`src/ppd_pkg.sv`:
```
// ****************************************************************
// power-down control package
// ****************************************************************
package ppd_pkg;

   // clock rate and recovery timing
   localparam int unsigned CLK_PERIOD_NS = 100;
   localparam int unsigned RECOVER_US    = 2;
   // longest time: round down, at least one cycle
   localparam int unsigned RECOVER_CYC_RAW = (RECOVER_US * 1000) / CLK_PERIOD_NS;
   localparam int unsigned RECOVER_CYC     = (RECOVER_CYC_RAW < 1) ? 1 : RECOVER_CYC_RAW;
   localparam int unsigned CNT_W           = 5;
   localparam logic [CNT_W-1:0] CNT_RST    = 5'h00;

   // pin counts and widths
   localparam int unsigned N_PINS = 8;
   localparam int unsigned N_PD   = 2;

   // reset values
   localparam logic [N_PINS-1:0] PINS_RST = 8'h00;

   // operating state of the power-down sequencer
   typedef enum logic [1:0] {
      PPD_RUN,
      PPD_DOWN,
      PPD_RECOVER
   } ppd_state_e;

   // one i/o pin group as seen by the array
   typedef struct packed {
      logic [N_PINS-1:0] data;
      logic [N_PINS-1:0] oe;
   } ppd_io_s;

endpackage

```
`src/ppd_control.sv`:
```
`timescale 1ns/10ps
// ****************************************************************
// pin power-down control
// ****************************************************************

// What this block does
// - power-down only acts when the configuration enable is set
// - while powered down, outputs and internal state are held
// - outputs disabled at power-down entry stay disabled throughout
// - while powered down all inputs except the power-down pin are blocked
// - pin keepers stay active while powered down, holding last levels
// - power-down pin macrocell feedback and foldback stay usable
// - outputs valid again at most 2 us after pin release
// - inputs, enables, clocks valid within 2 us of release
// - two power-down pins, either one can request power-down
module ppd_control (
   // clock and reset
   input  wire logic                          sys_clk,
   input  wire logic                          sys_rst,
   // configuration
   input  wire logic                          pd_enable,
   input  wire logic [ppd_pkg::N_PD-1:0]      power_down_pin,
   // pins toward the array
   input  wire logic [ppd_pkg::N_PINS-1:0]    pin_in,
   // array side
   input  wire ppd_pkg::ppd_io_s              array_out,
   input  wire logic [ppd_pkg::N_PD-1:0]      pd_mc_feedback,
   output ppd_pkg::ppd_io_s                   pad_out,
   output logic [ppd_pkg::N_PINS-1:0]         array_in,
   output logic [ppd_pkg::N_PD-1:0]           pd_mc_fb_out,
   output logic                               array_clk_en,
   output logic                               keeper_en,
   output logic                               powered_down
);

   // ****************************************************************
   // state
   // ****************************************************************
   ppd_pkg::ppd_state_e               st_q;
   ppd_pkg::ppd_state_e               st_d;
   ppd_pkg::ppd_io_s                  pad_q;
   ppd_pkg::ppd_io_s                  pad_d;
   logic [ppd_pkg::N_PINS-1:0]        in_q;
   logic [ppd_pkg::N_PINS-1:0]        in_d;
   logic [ppd_pkg::N_PD-1:0]          fb_q;
   logic [ppd_pkg::N_PD-1:0]          fb_d;
   logic                              clk_en_q;
   logic                              clk_en_d;
   logic                              keep_q;
   logic                              keep_d;
   logic                              down_q;
   logic                              down_d;
   logic                              pd_req;
   logic                              rec_start;
   logic                              rec_done;

   // either pin asks for power-down, only when the feature is enabled
   assign pd_req = pd_enable & (|power_down_pin);

   // ****************************************************************
   // sequencer
   // ****************************************************************

   // a new request during recovery returns straight to held state
   always_comb begin
      st_d      = st_q;
      rec_start = 1'b0;
      unique case (st_q)
         ppd_pkg::PPD_RUN: begin
            if (pd_req) begin
               st_d = ppd_pkg::PPD_DOWN;
            end
         end
         ppd_pkg::PPD_DOWN: begin
            if (!pd_req) begin
               st_d      = ppd_pkg::PPD_RECOVER;
               rec_start = 1'b1;
            end
         end
         ppd_pkg::PPD_RECOVER: begin
            if (pd_req) begin
               st_d = ppd_pkg::PPD_DOWN;
            end else if (rec_done) begin
               st_d = ppd_pkg::PPD_RUN;
            end
         end
      endcase
   end

   always_ff @(posedge sys_clk or posedge sys_rst) begin
      if (sys_rst) begin
         st_q <= ppd_pkg::PPD_RUN;
      end else begin
         st_q <= st_d;
      end
   end

   // recovery counter, cleared if power-down comes back mid recovery
   ppd_recover_timer u_timer (
      .sys_clk (sys_clk),
      .sys_rst (sys_rst),
      .start   (rec_start),
      .clear   (pd_req),
      .done    (rec_done)
   );

   // ****************************************************************
   // pin datapath
   // ****************************************************************

   // held while down or recovering; recovery stays held so no glitch
   // reaches the pins before the input path has settled again
   always_comb begin
      pad_d    = pad_q;
      in_d     = in_q;
      clk_en_d = 1'b0;
      keep_d   = 1'b1;
      down_d   = 1'b1;
      // feedback of the power-down macrocell always passes
      fb_d     = pd_mc_feedback;
      if (st_d == ppd_pkg::PPD_RUN) begin
         pad_d    = array_out;
         in_d     = pin_in;
         clk_en_d = 1'b1;
         keep_d   = 1'b0;
         down_d   = 1'b0;
      end
      // else: pad_q keeps data and oe, high-z stays high-z
      // else: pin_in ignored, clocks frozen
      // else: keepers enabled
   end

   always_ff @(posedge sys_clk or posedge sys_rst) begin
      if (sys_rst) begin
         pad_q    <= '0;
         in_q     <= ppd_pkg::PINS_RST;
         fb_q     <= '0;
         clk_en_q <= 1'b1;
         keep_q   <= 1'b0;
         down_q   <= 1'b0;
      end else begin
         pad_q    <= pad_d;
         in_q     <= in_d;
         fb_q     <= fb_d;
         clk_en_q <= clk_en_d;
         keep_q   <= keep_d;
         down_q   <= down_d;
      end
   end

   // outputs straight from flops
   assign pad_out      = pad_q;
   assign array_in     = in_q;
   assign pd_mc_fb_out = fb_q;
   assign array_clk_en = clk_en_q;
   assign keeper_en    = keep_q;
   assign powered_down = down_q;

   // cycles held since the pins were last released; a new request restarts
   // it, so a legal re-request during recovery cannot trip the limit below
   logic [ppd_pkg::CNT_W-1:0]         rel_cnt_q;
   logic [ppd_pkg::CNT_W-1:0]         rel_cnt_d;

   // saturate so a stuck sequencer cannot wrap back under the limit
   always_comb begin
      rel_cnt_d = rel_cnt_q;
      if (pd_req || !powered_down) begin
         rel_cnt_d = ppd_pkg::CNT_RST;
      end else if (rel_cnt_q != '1) begin
         rel_cnt_d = rel_cnt_q + ppd_pkg::CNT_W'(1);
      end
   end

   always_ff @(posedge sys_clk or posedge sys_rst) begin
      if (sys_rst) begin
         rel_cnt_q <= ppd_pkg::CNT_RST;
      end else begin
         rel_cnt_q <= rel_cnt_d;
      end
   end
endmodule // ppd_control

```
`src/ppd_recover_timer.sv`:
```
`timescale 1ns/10ps
// ****************************************************************
// recovery timer: counts cycles after power-down release
// ****************************************************************
module ppd_recover_timer (
   // clock and reset
   input  wire logic                      sys_clk,
   input  wire logic                      sys_rst,
   // control
   input  wire logic                      start,
   input  wire logic                      clear,
   // status
   output logic                           done
);

   logic [ppd_pkg::CNT_W-1:0] cnt_q;
   logic [ppd_pkg::CNT_W-1:0] cnt_d;
   logic                      run_q;
   logic                      run_d;

   // next count; done pulses on the last recovery cycle
   always_comb begin
      cnt_d = cnt_q;
      run_d = run_q;
      done  = 1'b0;
      if (clear) begin
         cnt_d = ppd_pkg::CNT_RST;
         run_d = 1'b0;
      end else if (start) begin
         cnt_d = ppd_pkg::CNT_RST;
         run_d = 1'b1;
      end else if (run_q) begin
         if (cnt_q == ppd_pkg::CNT_W'(ppd_pkg::RECOVER_CYC - 1)) begin
            done  = 1'b1;
            run_d = 1'b0;
         end else begin
            cnt_d = cnt_q + ppd_pkg::CNT_W'(1);
         end
      end
   end

   // register the counter
   always_ff @(posedge sys_clk or posedge sys_rst) begin
      if (sys_rst) begin
         cnt_q <= ppd_pkg::CNT_RST;
         run_q <= 1'b0;
      end else begin
         cnt_q <= cnt_d;
         run_q <= run_d;
      end
   end

endmodule // ppd_recover_timer

```
`config.mk`:
```
export PLATFORM = sky130hd
export DESIGN_NAME = ppd_control
export DESIGN_NICKNAME = d
export VERILOG_FILES = /design/src/ppd_pkg.sv /design/src/ppd_control.sv /design/src/ppd_recover_timer.sv
export SDC_FILE = /design/constraint.sdc
export NUM_CORES = 1
export LEC_CHECK = 0
export ABC_AREA = 1
export BUFFER_PORTS_ARGS = -buffer_cell sky130_fd_sc_hd__clkbuf_2
export CAP_MARGIN = 20
export CORE_MARGIN = 2
export CORE_UTILIZATION = 33
export DETAILED_ROUTE_END_ITERATION = 12
export SYNTH_ARGS = -nofsm -noshare
export SYNTH_HDL_FRONTEND = slang
export SYNTH_SLANG_ARGS = --single-unit
```
`constraint.sdc`:
```
create_clock -name sys_clk -period 5.2 [get_ports sys_clk]
set_clock_uncertainty 0.15 [all_clocks]
set_input_delay 0.26 -clock sys_clk [delete_from_list [all_inputs] [get_ports sys_clk]]
set_output_delay 0.26 -clock sys_clk [all_outputs]
set_load 0.01 [all_outputs]
```
# Word-level counts from Yosys, hierarchy flattened
# Index checks and enable logic that the tools add are counted.
dict set report op_classes {
  n_eq_ne 4
  mux 21
  reduce_logical 5
  n_addsub 1
  bitwise 1
}
# op count
set ops {}
lappend ops {{5-bit two-way mux} 4}
lappend ops {{1-bit two-way mux} 12}
lappend ops {{2-bit two-way mux} 4}
lappend ops {{2-bit one-hot mux with 3 select lines} 1}
lappend ops {{5-bit by 1-bit adder with 5-bit output, second input constant} 1}
lappend ops {{5-bit == test, second input constant} 1}
lappend ops {{2-bit logical NOT} 2}
lappend ops {{3-bit inequality test, second input constant} 1}
lappend ops {{3-bit nonzero test} 1}
lappend ops {{2-bit by 1-bit == test with 1-bit output, second input constant} 1}
lappend ops {{2-bit == test, second input constant} 1}
lappend ops {{2-bit AND reduction} 1}
lappend ops {{2-bit OR reduction} 1}
lappend ops {{1-bit bitwise AND} 1}
dict set report word_totals {
  regBits 36
  inputBits 31
  output_inout_bits 29
  word_cells 41
}

# Logic depth before layout (Yosys ltp)
# Gate-level depths: netlist of run 1.
dict set report logic_depth {
  word_depth 11
  ltp_mapped 13
  depth_no_buf 12
}

# Hierarchy
# From an unflattened synthesis of run 1, not the netlist that was laid out.
dict set report hier_totals {
  cells_unflattened 195
  hier_area_um2 1707.9
}
# mod area_each_um2 cells_per_inst seq_area_each_um2 instances
set by_module_without_submodules {}
lappend by_module_without_submodules {ppd_control 1330.0 145 752.0 1}
lappend by_module_without_submodules {ppd_recover_timer 377.9 50 150.1 1}

# Worst setup path after synthesis of run 1
# Ideal clock, no wire load.
dict set report synth_timing {
  path_type {register to register}
  startpoint {reg st_q[0]}
  endpoint {reg in_q, in the netlist array_in[2]}
  arrival_time_ps 1489
  path_slack_ps 3445
  setup_ps 116
  stages_incl_launch_ff 14
  required_ps 4934
  cell_sequence {dfrtp_1 inv_1 ha_1 inv_1 nand2_1 nor2_2 nand2_2 nand2_1 nand2_2 nand2_4 nand2_4 buf_12 nand2_2 nand2_1}
}
dict set report synth_between {
  elab_chain_cells 8
}
# element line
set synth_lines {}
lappend synth_lines {{start, declared} ppd_control.sv:39} ;# ppd_pkg::ppd_state_e st_q;
lappend synth_lines {{start signal, assigned} ppd_control.sv:92} ;# st_q <= ppd_pkg::PPD_RUN;
lappend synth_lines {{start signal, assigned} ppd_control.sv:94} ;# st_q <= st_d;
lappend synth_lines {{2-bit by 1-bit == test with 1-bit output} ppd_control.sv:68} ;# unique case (st_q)
lappend synth_lines {{1-bit two-way mux} ppd_control.sv:68}
lappend synth_lines {{1-bit two-way mux} ppd_recover_timer.sv:29} ;# end else if (start) begin
lappend synth_lines {{1-bit two-way mux} ppd_recover_timer.sv:26} ;# if (clear) begin
lappend synth_lines {{2-bit two-way mux} ppd_control.sv:83} ;# end else if (rec_done) begin
lappend synth_lines {{2-bit two-way mux} ppd_control.sv:81} ;# if (pd_req) begin
lappend synth_lines {{2-bit one-hot mux with 3 select lines *} ppd_control.sv:68}
lappend synth_lines {{2-bit logical NOT *} ppd_control.sv:121} ;# if (st_d == ppd_pkg::PPD_RUN) begin
lappend synth_lines {{end signal, assigned} ppd_control.sv:136} ;# in_q <= ppd_pkg::PINS_RST;
lappend synth_lines {{end signal, assigned} ppd_control.sv:143} ;# in_q <= in_d;
lappend synth_lines {{end, declared} ppd_control.sv:43} ;# logic [ppd_pkg::N_PINS-1:0] in_q;
# Every way passes the cells marked *; elsewhere a longest branch is shown, timed or not.
# A chain may end at the register's enable or synchronous reset.

# Worst setup path in the final report of run 1
dict set report layout_timing {
  startpoint {reg st_q[0]}
  endpoint {reg pad_q, in the netlist pad_out[15]}
}
dict set report layout_between {
  elab_chain_cells 8
}
# element line
set layout_lines {}
lappend layout_lines {{2-bit by 1-bit == test with 1-bit output} ppd_control.sv:68}
lappend layout_lines {{1-bit two-way mux} ppd_control.sv:68}
lappend layout_lines {{1-bit two-way mux} ppd_recover_timer.sv:29}
lappend layout_lines {{1-bit two-way mux} ppd_recover_timer.sv:26}
lappend layout_lines {{2-bit two-way mux} ppd_control.sv:83}
lappend layout_lines {{2-bit two-way mux} ppd_control.sv:81}
lappend layout_lines {{2-bit one-hot mux with 3 select lines *} ppd_control.sv:68}
lappend layout_lines {{2-bit logical NOT *} ppd_control.sv:121}
lappend layout_lines {{end signal, assigned} ppd_control.sv:142} ;# pad_q <= pad_d;
lappend layout_lines {{end, declared} ppd_control.sv:41} ;# ppd_pkg::ppd_io_s pad_q;
# Marks and branches as above.

==> metrics list, run 1 <==
* Post-synthesis sequential area ratio: 0.564
- Hold Crit Depth: 3
- Final wirelength: 3.37 mm
- Total overflow reported by the global router: 0
- Area taken by multi-input logic gates: 577 um2
- In this run the count of I/O pins placed on the die edge is 60.
* Deepest clock path buffer count: 2
* Setup repair after global routing missed its margin: no
- In this run the number of H-tree levels came out at 2.
* Library cells used by synthesis: 23
- Post-CTS Setup Repair Bufs: 0
- Run status: complete, no violations
- Share of Yosys cell area claimed by the top area cell type: 0.547
* Antenna violations before repair: 0
- Counting the fill cells in the layout gives 462.
- Number of design-rule violations left by the first detailed-router iteration: 66
* Register share of total power: 0.373
* Maximum clock frequency: 474 MHz
- Worst Hold Endpoint: pad_out[12]$_DFFE_PP0N_
- Overall power consumption after layout is estimated at 0.00131 W.
- Of the available clock period, the critical path in the final layout requires 0.406.
- Vias in the first global route: 1278
- X dimension of the die: 73.6 um
* Pre-Repair DR Iteration Count: 4
* Relative max-transition margin: 0.700
- Filler-free cell count of the finished design: 290
- Placer congestion estimate: 0.753
- Startpoint of the tightest hold check path: array_out[12]
* Cells taking the most area after synthesis: sky130_fd_sc_hd__dfrtp_1, sky130_fd_sc_hd__nand2_1, sky130_fd_sc_hd__nand3_1
- Yosys printed 0 warnings.
- Of the total power, the share spent switching nets is 0.420.
- CORE AREA: 4690 um2
- At the pin with the least slew margin, the transition time is 0.450 ns.
- Cell-by-cell listing of the critical path: inv_1 -> ha_1 -> inv_1 -> nand2_1 -> nor2_2 -> nand2_2 -> nand2_1 -> nand2_2 -> nand2_4 -> nand2_4 -> nand2_1 -> nand2_1
* Count of standard-cell rows: 25
- Post-DP HPWL: 2.37 mm
- Buffers inserted during clock tree synthesis total 5.
- Die outline area: 5420 um2
* Critical setup path kind: register to register
- Netlist area before placement: 1600 um2
- From synthesis to final layout, the design area changed by 27.6%.
* Comb power frac: 0.445
- TritonCTS sink count: 36
- Leading area contributor after synthesis: sky130_fd_sc_hd__dfrtp_1
- GRT Resource Usage Total: 0.137
- TritonCTS clock tree: yes
- In the final layout, flip-flops and latches occupy 902 um2.
- Synthesis produced a netlist with a net count of 206.
* CTS-repair resized insts: 0
* Count of endpoints failing hold in the final timing report: 0
* Type of the tightest min-delay check: primary input to register
- Die boundary height: 73.6 um
- In this run the tool buffered the top-level ports with 59 buffer cells.
- Max-cap violations in this run came to 0.
* Leak: 1.13 nW
* Number of antenna diodes: 0
- Internal power component: 0.000759 W
* CP Max Fanout: 26
- Required time worst endpoint: 5.23 ns
- The root buffer cell chosen for the clock tree is sky130_fd_sc_hd__clkbuf_8.
* Post-route ant nets: 0
- CP peak stage delay: 0.35 ns
* Post-Synthesis Mean Instance Area: 9.30 um2
- After synthesis the netlist holds a flip-flop and latch count of 36.
* Power dissipated by switching net loads: 0.000550 W
- After technology mapping, the gate count stands at 172.
* Power share of the clock group: 0.182
- For this run, the post-layout net count is 269.
- Register-to-register setup slack: 3.09 ns
- Final hold analysis gives a worst-case slack of 0.0451 ns.
- Number of buffers inserted for hold repair after clock tree synthesis: 3
- Slowest library cell on the worst path: sky130_fd_sc_hd__dfrtp_1
* Critical R2R Capture: pad_out[15]$_DFFE_PP0N_
* Cell seen most often among critical-path stages: sky130_fd_sc_hd__nand2_1
- Worst vdd ir: 0.275 mV
- The first global-routing pass estimated 5.58 mm of wire.
- Critical Path End Type: register
- Via count normalized by instance count: 4.53
* Data arrival, critical path: 2.14 ns
* Clock slew seen by the registers of the worst setup and hold paths: 0.07 ns
* Total Neg Setup Slack: 0 ns
- Final Critical Period: 2.11 ns
- DRC errors left: 0
- Wirelength per Cell: 11.6 um
- R2R Path Start: st_q[0]$_DFF_PP0_
* Final slew viol count: 0
- Setup crit start kind: register
- In this run the power density over the cells is 641 nW/um2.
- Total setup violations reported at the end of the flow: 0
* Layout cell share with drive strength beyond 1: 0.369
- Pin count of the biggest net entering global routing: 37
- Measured in cells, the most critical reg-to-reg path has a length of 12.
- For the worst-skew pair, the clock arrives at the later sink with an insertion delay of 0.29 ns.
- For this configuration, the core starts out at a cell density of 0.341.
- Routed vias: 1314
- In this run, placement finished with an instance count of 279.
-- critical path, delay by kind of cell (launching register included) --
kind                       cells  cell delay [ns]
adders and majority gates      1             0.30
buffers and inverters          2             0.13
DFF                            1             0.35
and+or+nand+nor                9             1.05
-- power by group through the flow --
stage	registers, W	clock network (W)	logic [W]
after detailed placement	0.000491	0	0.000597
final	0.000488	0.000239	0.000582
after CTS	0.000489	0.000248	0.000597
after global routing	0.000503	0.000263	0.000661
after global placement	0.000491	0	0.000583
after floorplan	0.000530	0	0.000422
-- how the worst max path moves through the flow --
stage,end,startpoint,slack [ns],cells after the start
after global placement,pad_out[14]$_DFFE_PP0N_,st_q[0]$_DFF_PP0_,3.13,12
after global routing,pad_out[13]$_DFFE_PP0N_,st_q[0]$_DFF_PP0_,2.86,12
after floorplan,array_in[2]$_DFFE_PP0N_,st_q[0]$_DFF_PP0_,3.44,13
after detailed placement,pad_out[6]$_DFFE_PP0N_,st_q[0]$_DFF_PP0_,3.08,12
after CTS,pad_out[15]$_DFFE_PP0N_,st_q[0]$_DFF_PP0_,3.06,12
final,pad_out[15]$_DFFE_PP0N_,st_q[0]$_DFF_PP0_,3.09,12
-- placed cells by master (no fill, tap or decap), drive strengths merged --
cell type	Yosys	routed
dfrtp	35	35
ha	3	3
a21oi	4	4
inv	14	14
o21ai	7	7
o211ai	1	1
nor2	10	10
nand2	61	61
nor3	1	1
dlygate4sd3	0	3
clkbuf	0	65
nand4	2	2
clkinv	0	1
dfstp	1	1
buf	7	1
bufinv	0	1
nand3	26	26
-- cell families (layout without fill, tap and decap cells) --
kind of cell / after synthesis / in the layout / synth area share
AOI/OAI and AO/OA: 12 / 12 / 0.0391
adders and majority gates: 3 / 3 / 0.0235
buffers and inverters: 21 / 85 / 0.0758
DFF: 36 / 36 / 0.564
and+or+nand+nor: 100 / 100 / 0.298
-- layer usage --
metal	vias up	track usage	share of wire
met4	0	0.0485	0.011
met5	-	0	0
li1	674	-	-
met3	5	0.0535	0.063
met1	596	0.158	0.44
met2	39	0.231	0.48
-- flip-flops by register name, summed over array words and instances (netlist names) --
| name | cells |
|---|---|
| array_clk_en | 1 |
| array_in | 8 |
| pad_out | 16 |
| pd_mc_fb_out | 2 |
| powered_down | 1 |
| st_q | 2 |
| u_timer.cnt_q | 5 |
| u_timer.run_q | 1 |
-- cell usage after synthesis (all sizes together) --
cell / instances
o211ai: 1
nor3: 1
nand2: 61
o21ai: 7
ha: 3
inv: 14
buf: 7
dfstp: 1
nand4: 2
dfrtp: 35
a21oi: 4
nor2: 10
nand3: 26
-- layout make-up --
| cell class | instances | share of cell area |
|---|---|---|
| inverter | 14 | 0.0270 |
| multi-input combinational | 115 | 0.282 |
| clock buffer | 6 | 0.0355 |
| sequential | 36 | 0.442 |
| tap | 54 | 0.0331 |
| clock inverter | 2 | 0.0172 |
| timing repair buffer | 63 | 0.163 |
-- metrics by stage --
step | setup slack [ns] | utilization | instance area (um2)
CTS | 3.06 | 0.435 | 2040
floorplan | 3.44 | - | 1600
finish | 3.09 | 0.435 | 2040
global placement | 3.13 | 0.406 | 1900
global route | 2.86 | 0.435 | 2040
detailed placement | 3.08 | 0.406 | 1900
Power figures use the tool's default switching activity.
==> inputs of run 2 (changes only) <==
==> constraint.sdc (replaced) <==
create_clock -name sys_clk -period 2 [get_ports sys_clk]
set_clock_uncertainty 0.15 [all_clocks]
set_input_delay 0.1 -clock sys_clk [delete_from_list [all_inputs] [get_ports sys_clk]]
set_output_delay 0.1 -clock sys_clk [all_outputs]
set_load 0.01 [all_outputs]
==> metrics list, run 2 (synthesis results as in run 1) <==
- The highest metal layer carrying signal wires in the routed design is met4.
- Across the run, the number of max-cap violations was 0.
- Setup violations remaining at the end of the flow were counted as 0.
* Die boundary height: 73.6 um
- Run status: complete, no violations
* Total Neg Setup Slack: 0 ns
- Number of design-rule violations left by the first detailed-router iteration: 43
* R2R Path Start: st_q[0]$_DFF_PP0_
- At the pin with the least slew margin, the transition time is 0.452 ns.
* GRT Resource Usage Total: 0.141
- Pre-Repair DR Iteration Count: 4
- The routed design uses 1.70 mm of met2 wire.
* Critical R2R Capture: pad_out[6]$_DFFE_PP0N_
- Leak: 1.26 nW
- The tree is rooted in a sky130_fd_sc_hd__clkbuf_8.
* Final slew viol count: 0
* Die outline area: 5420 um2
- Power per unit of standard cell area: 1500 nW/um2
- Commonest non-fill, non-tap cell in the layout: sky130_fd_sc_hd__clkbuf_2
- Critical Path End Type: register
- Period utilisation layout: 0.913
- Data arrival, critical path: 1.90 ns
- In this run the count of I/O pins placed on the die edge is 60.
- Clock-pin slew was measured on the worst setup and hold paths at 0.07 ns.
- Worst Hold Endpoint: u_timer.run_q$_DFF_PP0_
- Placed instance count: 283
- Relative to the synthesized area, the layout overhead comes to 46.4%.
- The register with the most flip-flops in the layout has 16 of them.
- Type of the tightest min-delay check: primary input to register
* Metal-1 WL: 1.59 mm
* Wirelength per Cell: 10.8 um
* Nets: 301
- Count of standard-cell rows: 25
- CP Max Fanout: 12
- Slowest library cell on the worst path: sky130_fd_sc_hd__dfrtp_1
- Layout cell share with drive strength beyond 1: 0.351
- First-pass GRT wire length: 5.95 mm
- Effective utilization at floorplan: 0.341
- Setup crit start kind: register
* Via count normalized by instance count: 4.34
- Prior to clock tree synthesis, the placed netlist has a worst setup slack of 0.0654 ns.
* Number of H-tree levels: 2
- TritonCTS built the clock tree.
* CORE AREA: 4690 um2
- IR analysis of the VDD net gives a maximum drop of 0.937 mV.
- DRC errors left: 0
- Final wirelength: 3.47 mm
- The largest single stage delay on the critical path is 0.35 ns.
- Post-route ant nets: 0
- Register-to-register setup slack: 0.17 ns
- The worst hold path begins at pd_enable.
- Pin count of the biggest net entering global routing: 37
* Hold Crit Depth: 4
- # fillers: 462
- Filler-free cell count of the finished design: 322
- Across all layers, the routed design uses 1398 vias.
- CTS buffer count: 5
* Deepest clock path buffer count: 2
* Port bufs: 59
- Met3 wire length: 153 um
* Post-DP HPWL: 2.38 mm
- Depth of the worst register-to-register path: 12
* Slack of the critical path: 0.174 ns
- Timing would allow up to 548 MHz.
* Final Critical Period: 1.83 ns
- Cell seen most often among critical-path stages: sky130_fd_sc_hd__nand2_1
- At the worst endpoint, the required time is 2.07 ns.
- Clock network latency to the later pin of the worst-skew pair: 0.28 ns
* Count of endpoints failing hold in the final timing report: 0
- Critical setup path kind: register to register
- Vias in the first global route: 1356
* Placer congestion estimate: 0.701
- Relative max-transition margin: 0.699
* Number of antenna diodes: 0
- Traced cell by cell, the critical path runs through inv_1 -> ha_1 -> inv_1 -> nand2_1 -> nor2_2 -> nand2_2 -> nand2_1 -> nand2_2 -> nand2_4 -> buf_4 -> nand3_1 -> nand2_1.
- In the layout the commonest cells are sky130_fd_sc_hd__clkbuf_2, sky130_fd_sc_hd__nand2_1, sky130_fd_sc_hd__dfrtp_1, sky130_fd_sc_hd__dlygate4sd3_1, sky130_fd_sc_hd__nand3_1.
* X dimension of the die: 73.6 um
* Total overflow reported by the global router: 0
* Antenna violations before repair: 0
* TritonCTS sink count: 36
==> run 2: cell types whose count changed in the layout (fill, tap and decap cells not counted) <==
cell,before,now
sky130_fd_sc_hd__bufinv_16,1,0
sky130_fd_sc_hd__buf_6,0,1
sky130_fd_sc_hd__clkbuf_8,5,6
sky130_fd_sc_hd__buf_4,1,7
sky130_fd_sc_hd__clkbuf_1,1,2
sky130_fd_sc_hd__inv_4,1,0
sky130_fd_sc_hd__clkinv_2,1,0
sky130_fd_sc_hd__clkinv_4,0,1
sky130_fd_sc_hd__nand2_8,0,1
sky130_fd_sc_hd__dlygate4sd3_1,3,27
==> run 2: worst max path at each step <==
stage	from	end	slack (ns)	cells past startpoint
2_1_floorplan	st_q[0]$_DFF_PP0_	array_in[2]$_DFFE_PP0N_	0.24	13
3_3_place_gp	st_q[1]$_DFF_PP0_	pad_out[13]$_DFFE_PP0N_	0.11	11
4_1_cts	st_q[0]$_DFF_PP0_	array_in[1]$_DFFE_PP0N_	0.07	12
3_5_place_dp	st_q[0]$_DFF_PP0_	pad_out[4]$_DFFE_PP0N_	0.07	12
6_report	st_q[0]$_DFF_PP0_	pad_out[6]$_DFFE_PP0N_	0.17	12
5_1_grt	st_q[1]$_DFF_PP0_	pad_out[4]$_DFFE_PP0N_	-0.001	11
==> run 2: layout make-up <==
cell class / count / area, um2 / share of cell area
flip-flops and latches: 36 / 902 / 0.385
repair buffers: 94 / 629 / 0.269
multi-input cells: 116 / 597 / 0.255
clock buffers: 8 / 90.1 / 0.0384
well taps: 54 / 67.6 / 0.0288
inverters: 14 / 57.6 / 0.0246
==> run 2: worst max-delay path, delay by kind of cell, from the launching register on <==
kind / cells / cell delay (ns)
simple gates: 8 / 0.65
flops: 1 / 0.35
buf+inv: 3 / 0.32
fa+ha+maj: 1 / 0.30
==> run 2: per-layer routing <==
metal  vias up  track usage
met5         -            0
met4         0       0.0465
met3         2       0.0329
met2        36        0.243
met1       622        0.173
li1        738            -
==> run 2: timing repair <==
action,CTS,global route
endpoints found under the hold margin,61,0
hold buffers,27,0
endpoints found under the setup margin,0,25
resized for setup,0,4
setup buffers,0,3
==> run 2: where the power goes <==
group	total (W)	switching, W	leakage, nW	internal, W
clock	0.000520	0.000239	0.0455	0.000281
sequential	0.00126	0.000191	0.443	0.00107
combinational	0.00173	0.00104	0.769	0.000693
total	0.00351	0.00147	1.26	0.00204
==> run 2: metrics by stage <==
| stage | hold slack [ns] | total power (W) | area (um2) | util |
|---|---|---|---|---|
| after floorplan | -0.0186 | 0.00247 | 1600 | - |
| after global placement | 0.0596 | 0.00286 | 1930 | 0.412 |
| after detailed placement | 0.0601 | 0.00288 | 1930 | 0.412 |
| after CTS | 0.0355 | 0.00345 | 2290 | 0.489 |
| after global routing | 0.0637 | 0.00385 | 2340 | 0.499 |
| final | 0.0342 | 0.00351 | 2340 | 0.499 |
==> inputs of run 3 (changes only) <==
==> constraint.sdc (replaced) <==
create_clock -name sys_clk -period 2 [get_ports sys_clk]
set_clock_uncertainty 0.15 [all_clocks]
set_input_delay 0.2 -clock sys_clk [delete_from_list [all_inputs] [get_ports sys_clk]]
set_output_delay 0.2 -clock sys_clk [all_outputs]
set_load 0.01 [all_outputs]
==> metrics list, run 3 (synthesis results as in run 1) <==
- Clock slew seen by the registers of the worst setup and hold paths: 0.07 ns
* Total overflow reported by the global router: 0
- WHS: 0.000850 ns
* CORE AREA: 4690 um2
* Register-to-register setup slack: 0.18 ns
- Area growth from synthesis to layout: 42.1%
- Once detailed placement completed, the half-perimeter wirelength came to 2.38 mm.
* Power per unit of standard cell area: 1540 nW/um2
- Critical setup path kind: register to register
- After detailed routing, the average wire length per cell comes to 10.9 um.
* Number of design-rule violations left by the first detailed-router iteration: 54
* Via count normalized by instance count: 4.40
- Hold Crit Depth: 3
* First-pass GRT wire length: 5.89 mm
* Nets: 294
* Die boundary height: 73.6 um
* Effective utilization at floorplan: 0.341
- The number of max-slew violations in the final report is 0.
- For this run, the total global-route usage over all layers was measured as 0.140.
* Final Critical Period: 1.82 ns
- Number of max-cap violations: 0
- Routed vias: 1387
* Count of endpoints failing hold in the final timing report: 0
- Maximum clock frequency: 548 MHz
- The floorplan has 25 rows.
- The worst hold path belongs to the class primary input to register.
- Cell chosen for the clock root: sky130_fd_sc_hd__clkbuf_8
* R2R Path Start: st_q[0]$_DFF_PP0_
- Setup violations remaining at the end of the flow were counted as 0.
- X dimension of the die: 73.6 um
- 60 I/O pins were placed.
- Pre-Repair DR Iteration Count: 4
- Once placement completed, the tool counted placed cells totaling 283.
- Number of antenna diodes: 0
* Final wirelength: 3.44 mm
- Measured against its own limit, the worst slew margin works out to 0.698.
* Die outline area: 5420 um2
* Commonest non-fill, non-tap cell in the layout: sky130_fd_sc_hd__clkbuf_2
- The number of global-route vias before repair is 1345.
- Post-route ant nets: 0
- Setup crit start kind: register
- Deepest clock path buffer count: 2
- Actual transition at the worst max-transition pin: 0.453 ns
- Depth of the worst register-to-register path: 12
* Flip-flop count of the largest register, all copies and words added: 16
- At the worst endpoint, the required time is 2.07 ns.
* Worst Hold Endpoint: pad_out[0]$_DFFE_PP0N_
- Placer congestion estimate: 0.701
* CTS buffer count: 5
* Antenna violations before repair: 0
* Leak: 1.23 nW
- The clock tree synthesis step divided the H-tree into 2 levels.
* CP Max Fanout: 12
- TritonCTS built the clock tree.
- Of the available clock period, the critical path in the final layout requires 0.912.
- For the worst-skew pair, the clock arrives at the later sink with an insertion delay of 0.28 ns.
* Run status: complete, no violations
- Pin count of the biggest net entering global routing: 37
- Critical R2R Capture: array_in[5]$_DFFE_PP0N_
- DRC errors left: 0
* Filler-free cell count of the finished design: 315
* Worst vdd ir: 0.940 mV
- Data arrival, critical path: 1.89 ns
- In the layout the commonest cells are sky130_fd_sc_hd__clkbuf_2, sky130_fd_sc_hd__nand2_1, sky130_fd_sc_hd__dfrtp_1, sky130_fd_sc_hd__nand3_1, sky130_fd_sc_hd__dlygate4sd3_1.
- The clock net in this run drives a total of 36 sinks.
* Layout cell share with drive strength beyond 1: 0.360
- During placement, the flow inserted port buffers numbering 59.
- Critical Path End Type: register
- Startpoint of the tightest hold check path: array_out[0]
-- run 3: changes by cell type in the layout (fill, tap and decap cells not counted) --
| cell | previous run | this run |
|---|---|---|
| sky130_fd_sc_hd__dlygate4sd3_1 | 27 | 20 |
-- run 3: worst max-delay path, cell delays in order (launching register included) --
cell	delay, ns
sky130_fd_sc_hd__dfrtp_1	0.35
sky130_fd_sc_hd__inv_1	0.05
sky130_fd_sc_hd__ha_1	0.30
sky130_fd_sc_hd__inv_1	0.07
sky130_fd_sc_hd__nand2_1	0.06
sky130_fd_sc_hd__nor2_2	0.11
sky130_fd_sc_hd__nand2_2	0.07
sky130_fd_sc_hd__nand2_1	0.07
sky130_fd_sc_hd__nand2_2	0.06
sky130_fd_sc_hd__nand2_4	0.12
sky130_fd_sc_hd__buf_4	0.20
sky130_fd_sc_hd__nand3_1	0.09
sky130_fd_sc_hd__nand2_1	0.07
-- run 3: area by class of cell --
class / instances / area, um2
fill: 463 / 2420
sequential: 36 / 902
multi-input combinational: 116 / 597
timing repair buffer: 87 / 559
clock buffer: 8 / 90.1
tap: 54 / 67.6
inverter: 14 / 57.6
-- run 3: how the worst max path moves through the flow --
stage | start | to | slack (ns)
floorplan | st_q[0]$_DFF_PP0_ | array_in[2]$_DFFE_PP0N_ | 0.24
finish | st_q[0]$_DFF_PP0_ | array_in[5]$_DFFE_PP0N_ | 0.18
global placement | st_q[1]$_DFF_PP0_ | pad_out[13]$_DFFE_PP0N_ | 0.11
global route | st_q[1]$_DFF_PP0_ | pad_out[4]$_DFFE_PP0N_ | -0.001
CTS | st_q[0]$_DFF_PP0_ | array_in[1]$_DFFE_PP0N_ | 0.07
detailed placement | st_q[0]$_DFF_PP0_ | pad_out[4]$_DFFE_PP0N_ | 0.07
-- run 3: power breakdown --
group | internal (W) | leakage [nW] | total (W) | switching, W
Clock | 0.000281 | 0.0455 | 0.000519 | 0.000238
Combinational | 0.000684 | 0.740 | 0.00172 | 0.00104
Sequential | 0.00107 | 0.443 | 0.00126 | 0.000191
-- run 3: stage by stage --
step                      worst slack, ns  utilization  setup TNS, ns  power (W)  cell area (um2)
after floorplan                     0.245            -              0    0.00247             1600
after global placement              0.105        0.412              0    0.00286             1930
after detailed placement           0.0654        0.412              0    0.00288             1930
after CTS                          0.0654        0.474              0    0.00344             2220
after global routing             -0.00132        0.485       -0.00197    0.00384             2270
final                               0.175        0.485              0    0.00350             2270
-- run 3: what timing repair did --
action	in CTS	in global routing
buffers inserted	0	3
endpoints found under the hold margin	54	0
endpoints found under the setup margin	0	25
hold buffers	20	0
resized for setup	0	4
-- run 3: metal layers --
| layer | global-route usage | part of all wire |
|---|---|---|
| met1 | 0.169 | 0.44 |
| met2 | 0.243 | 0.50 |
| met3 | 0.0343 | 0.055 |
| met4 | 0.0465 | 0.0067 |
| met5 | 0 | 0 |
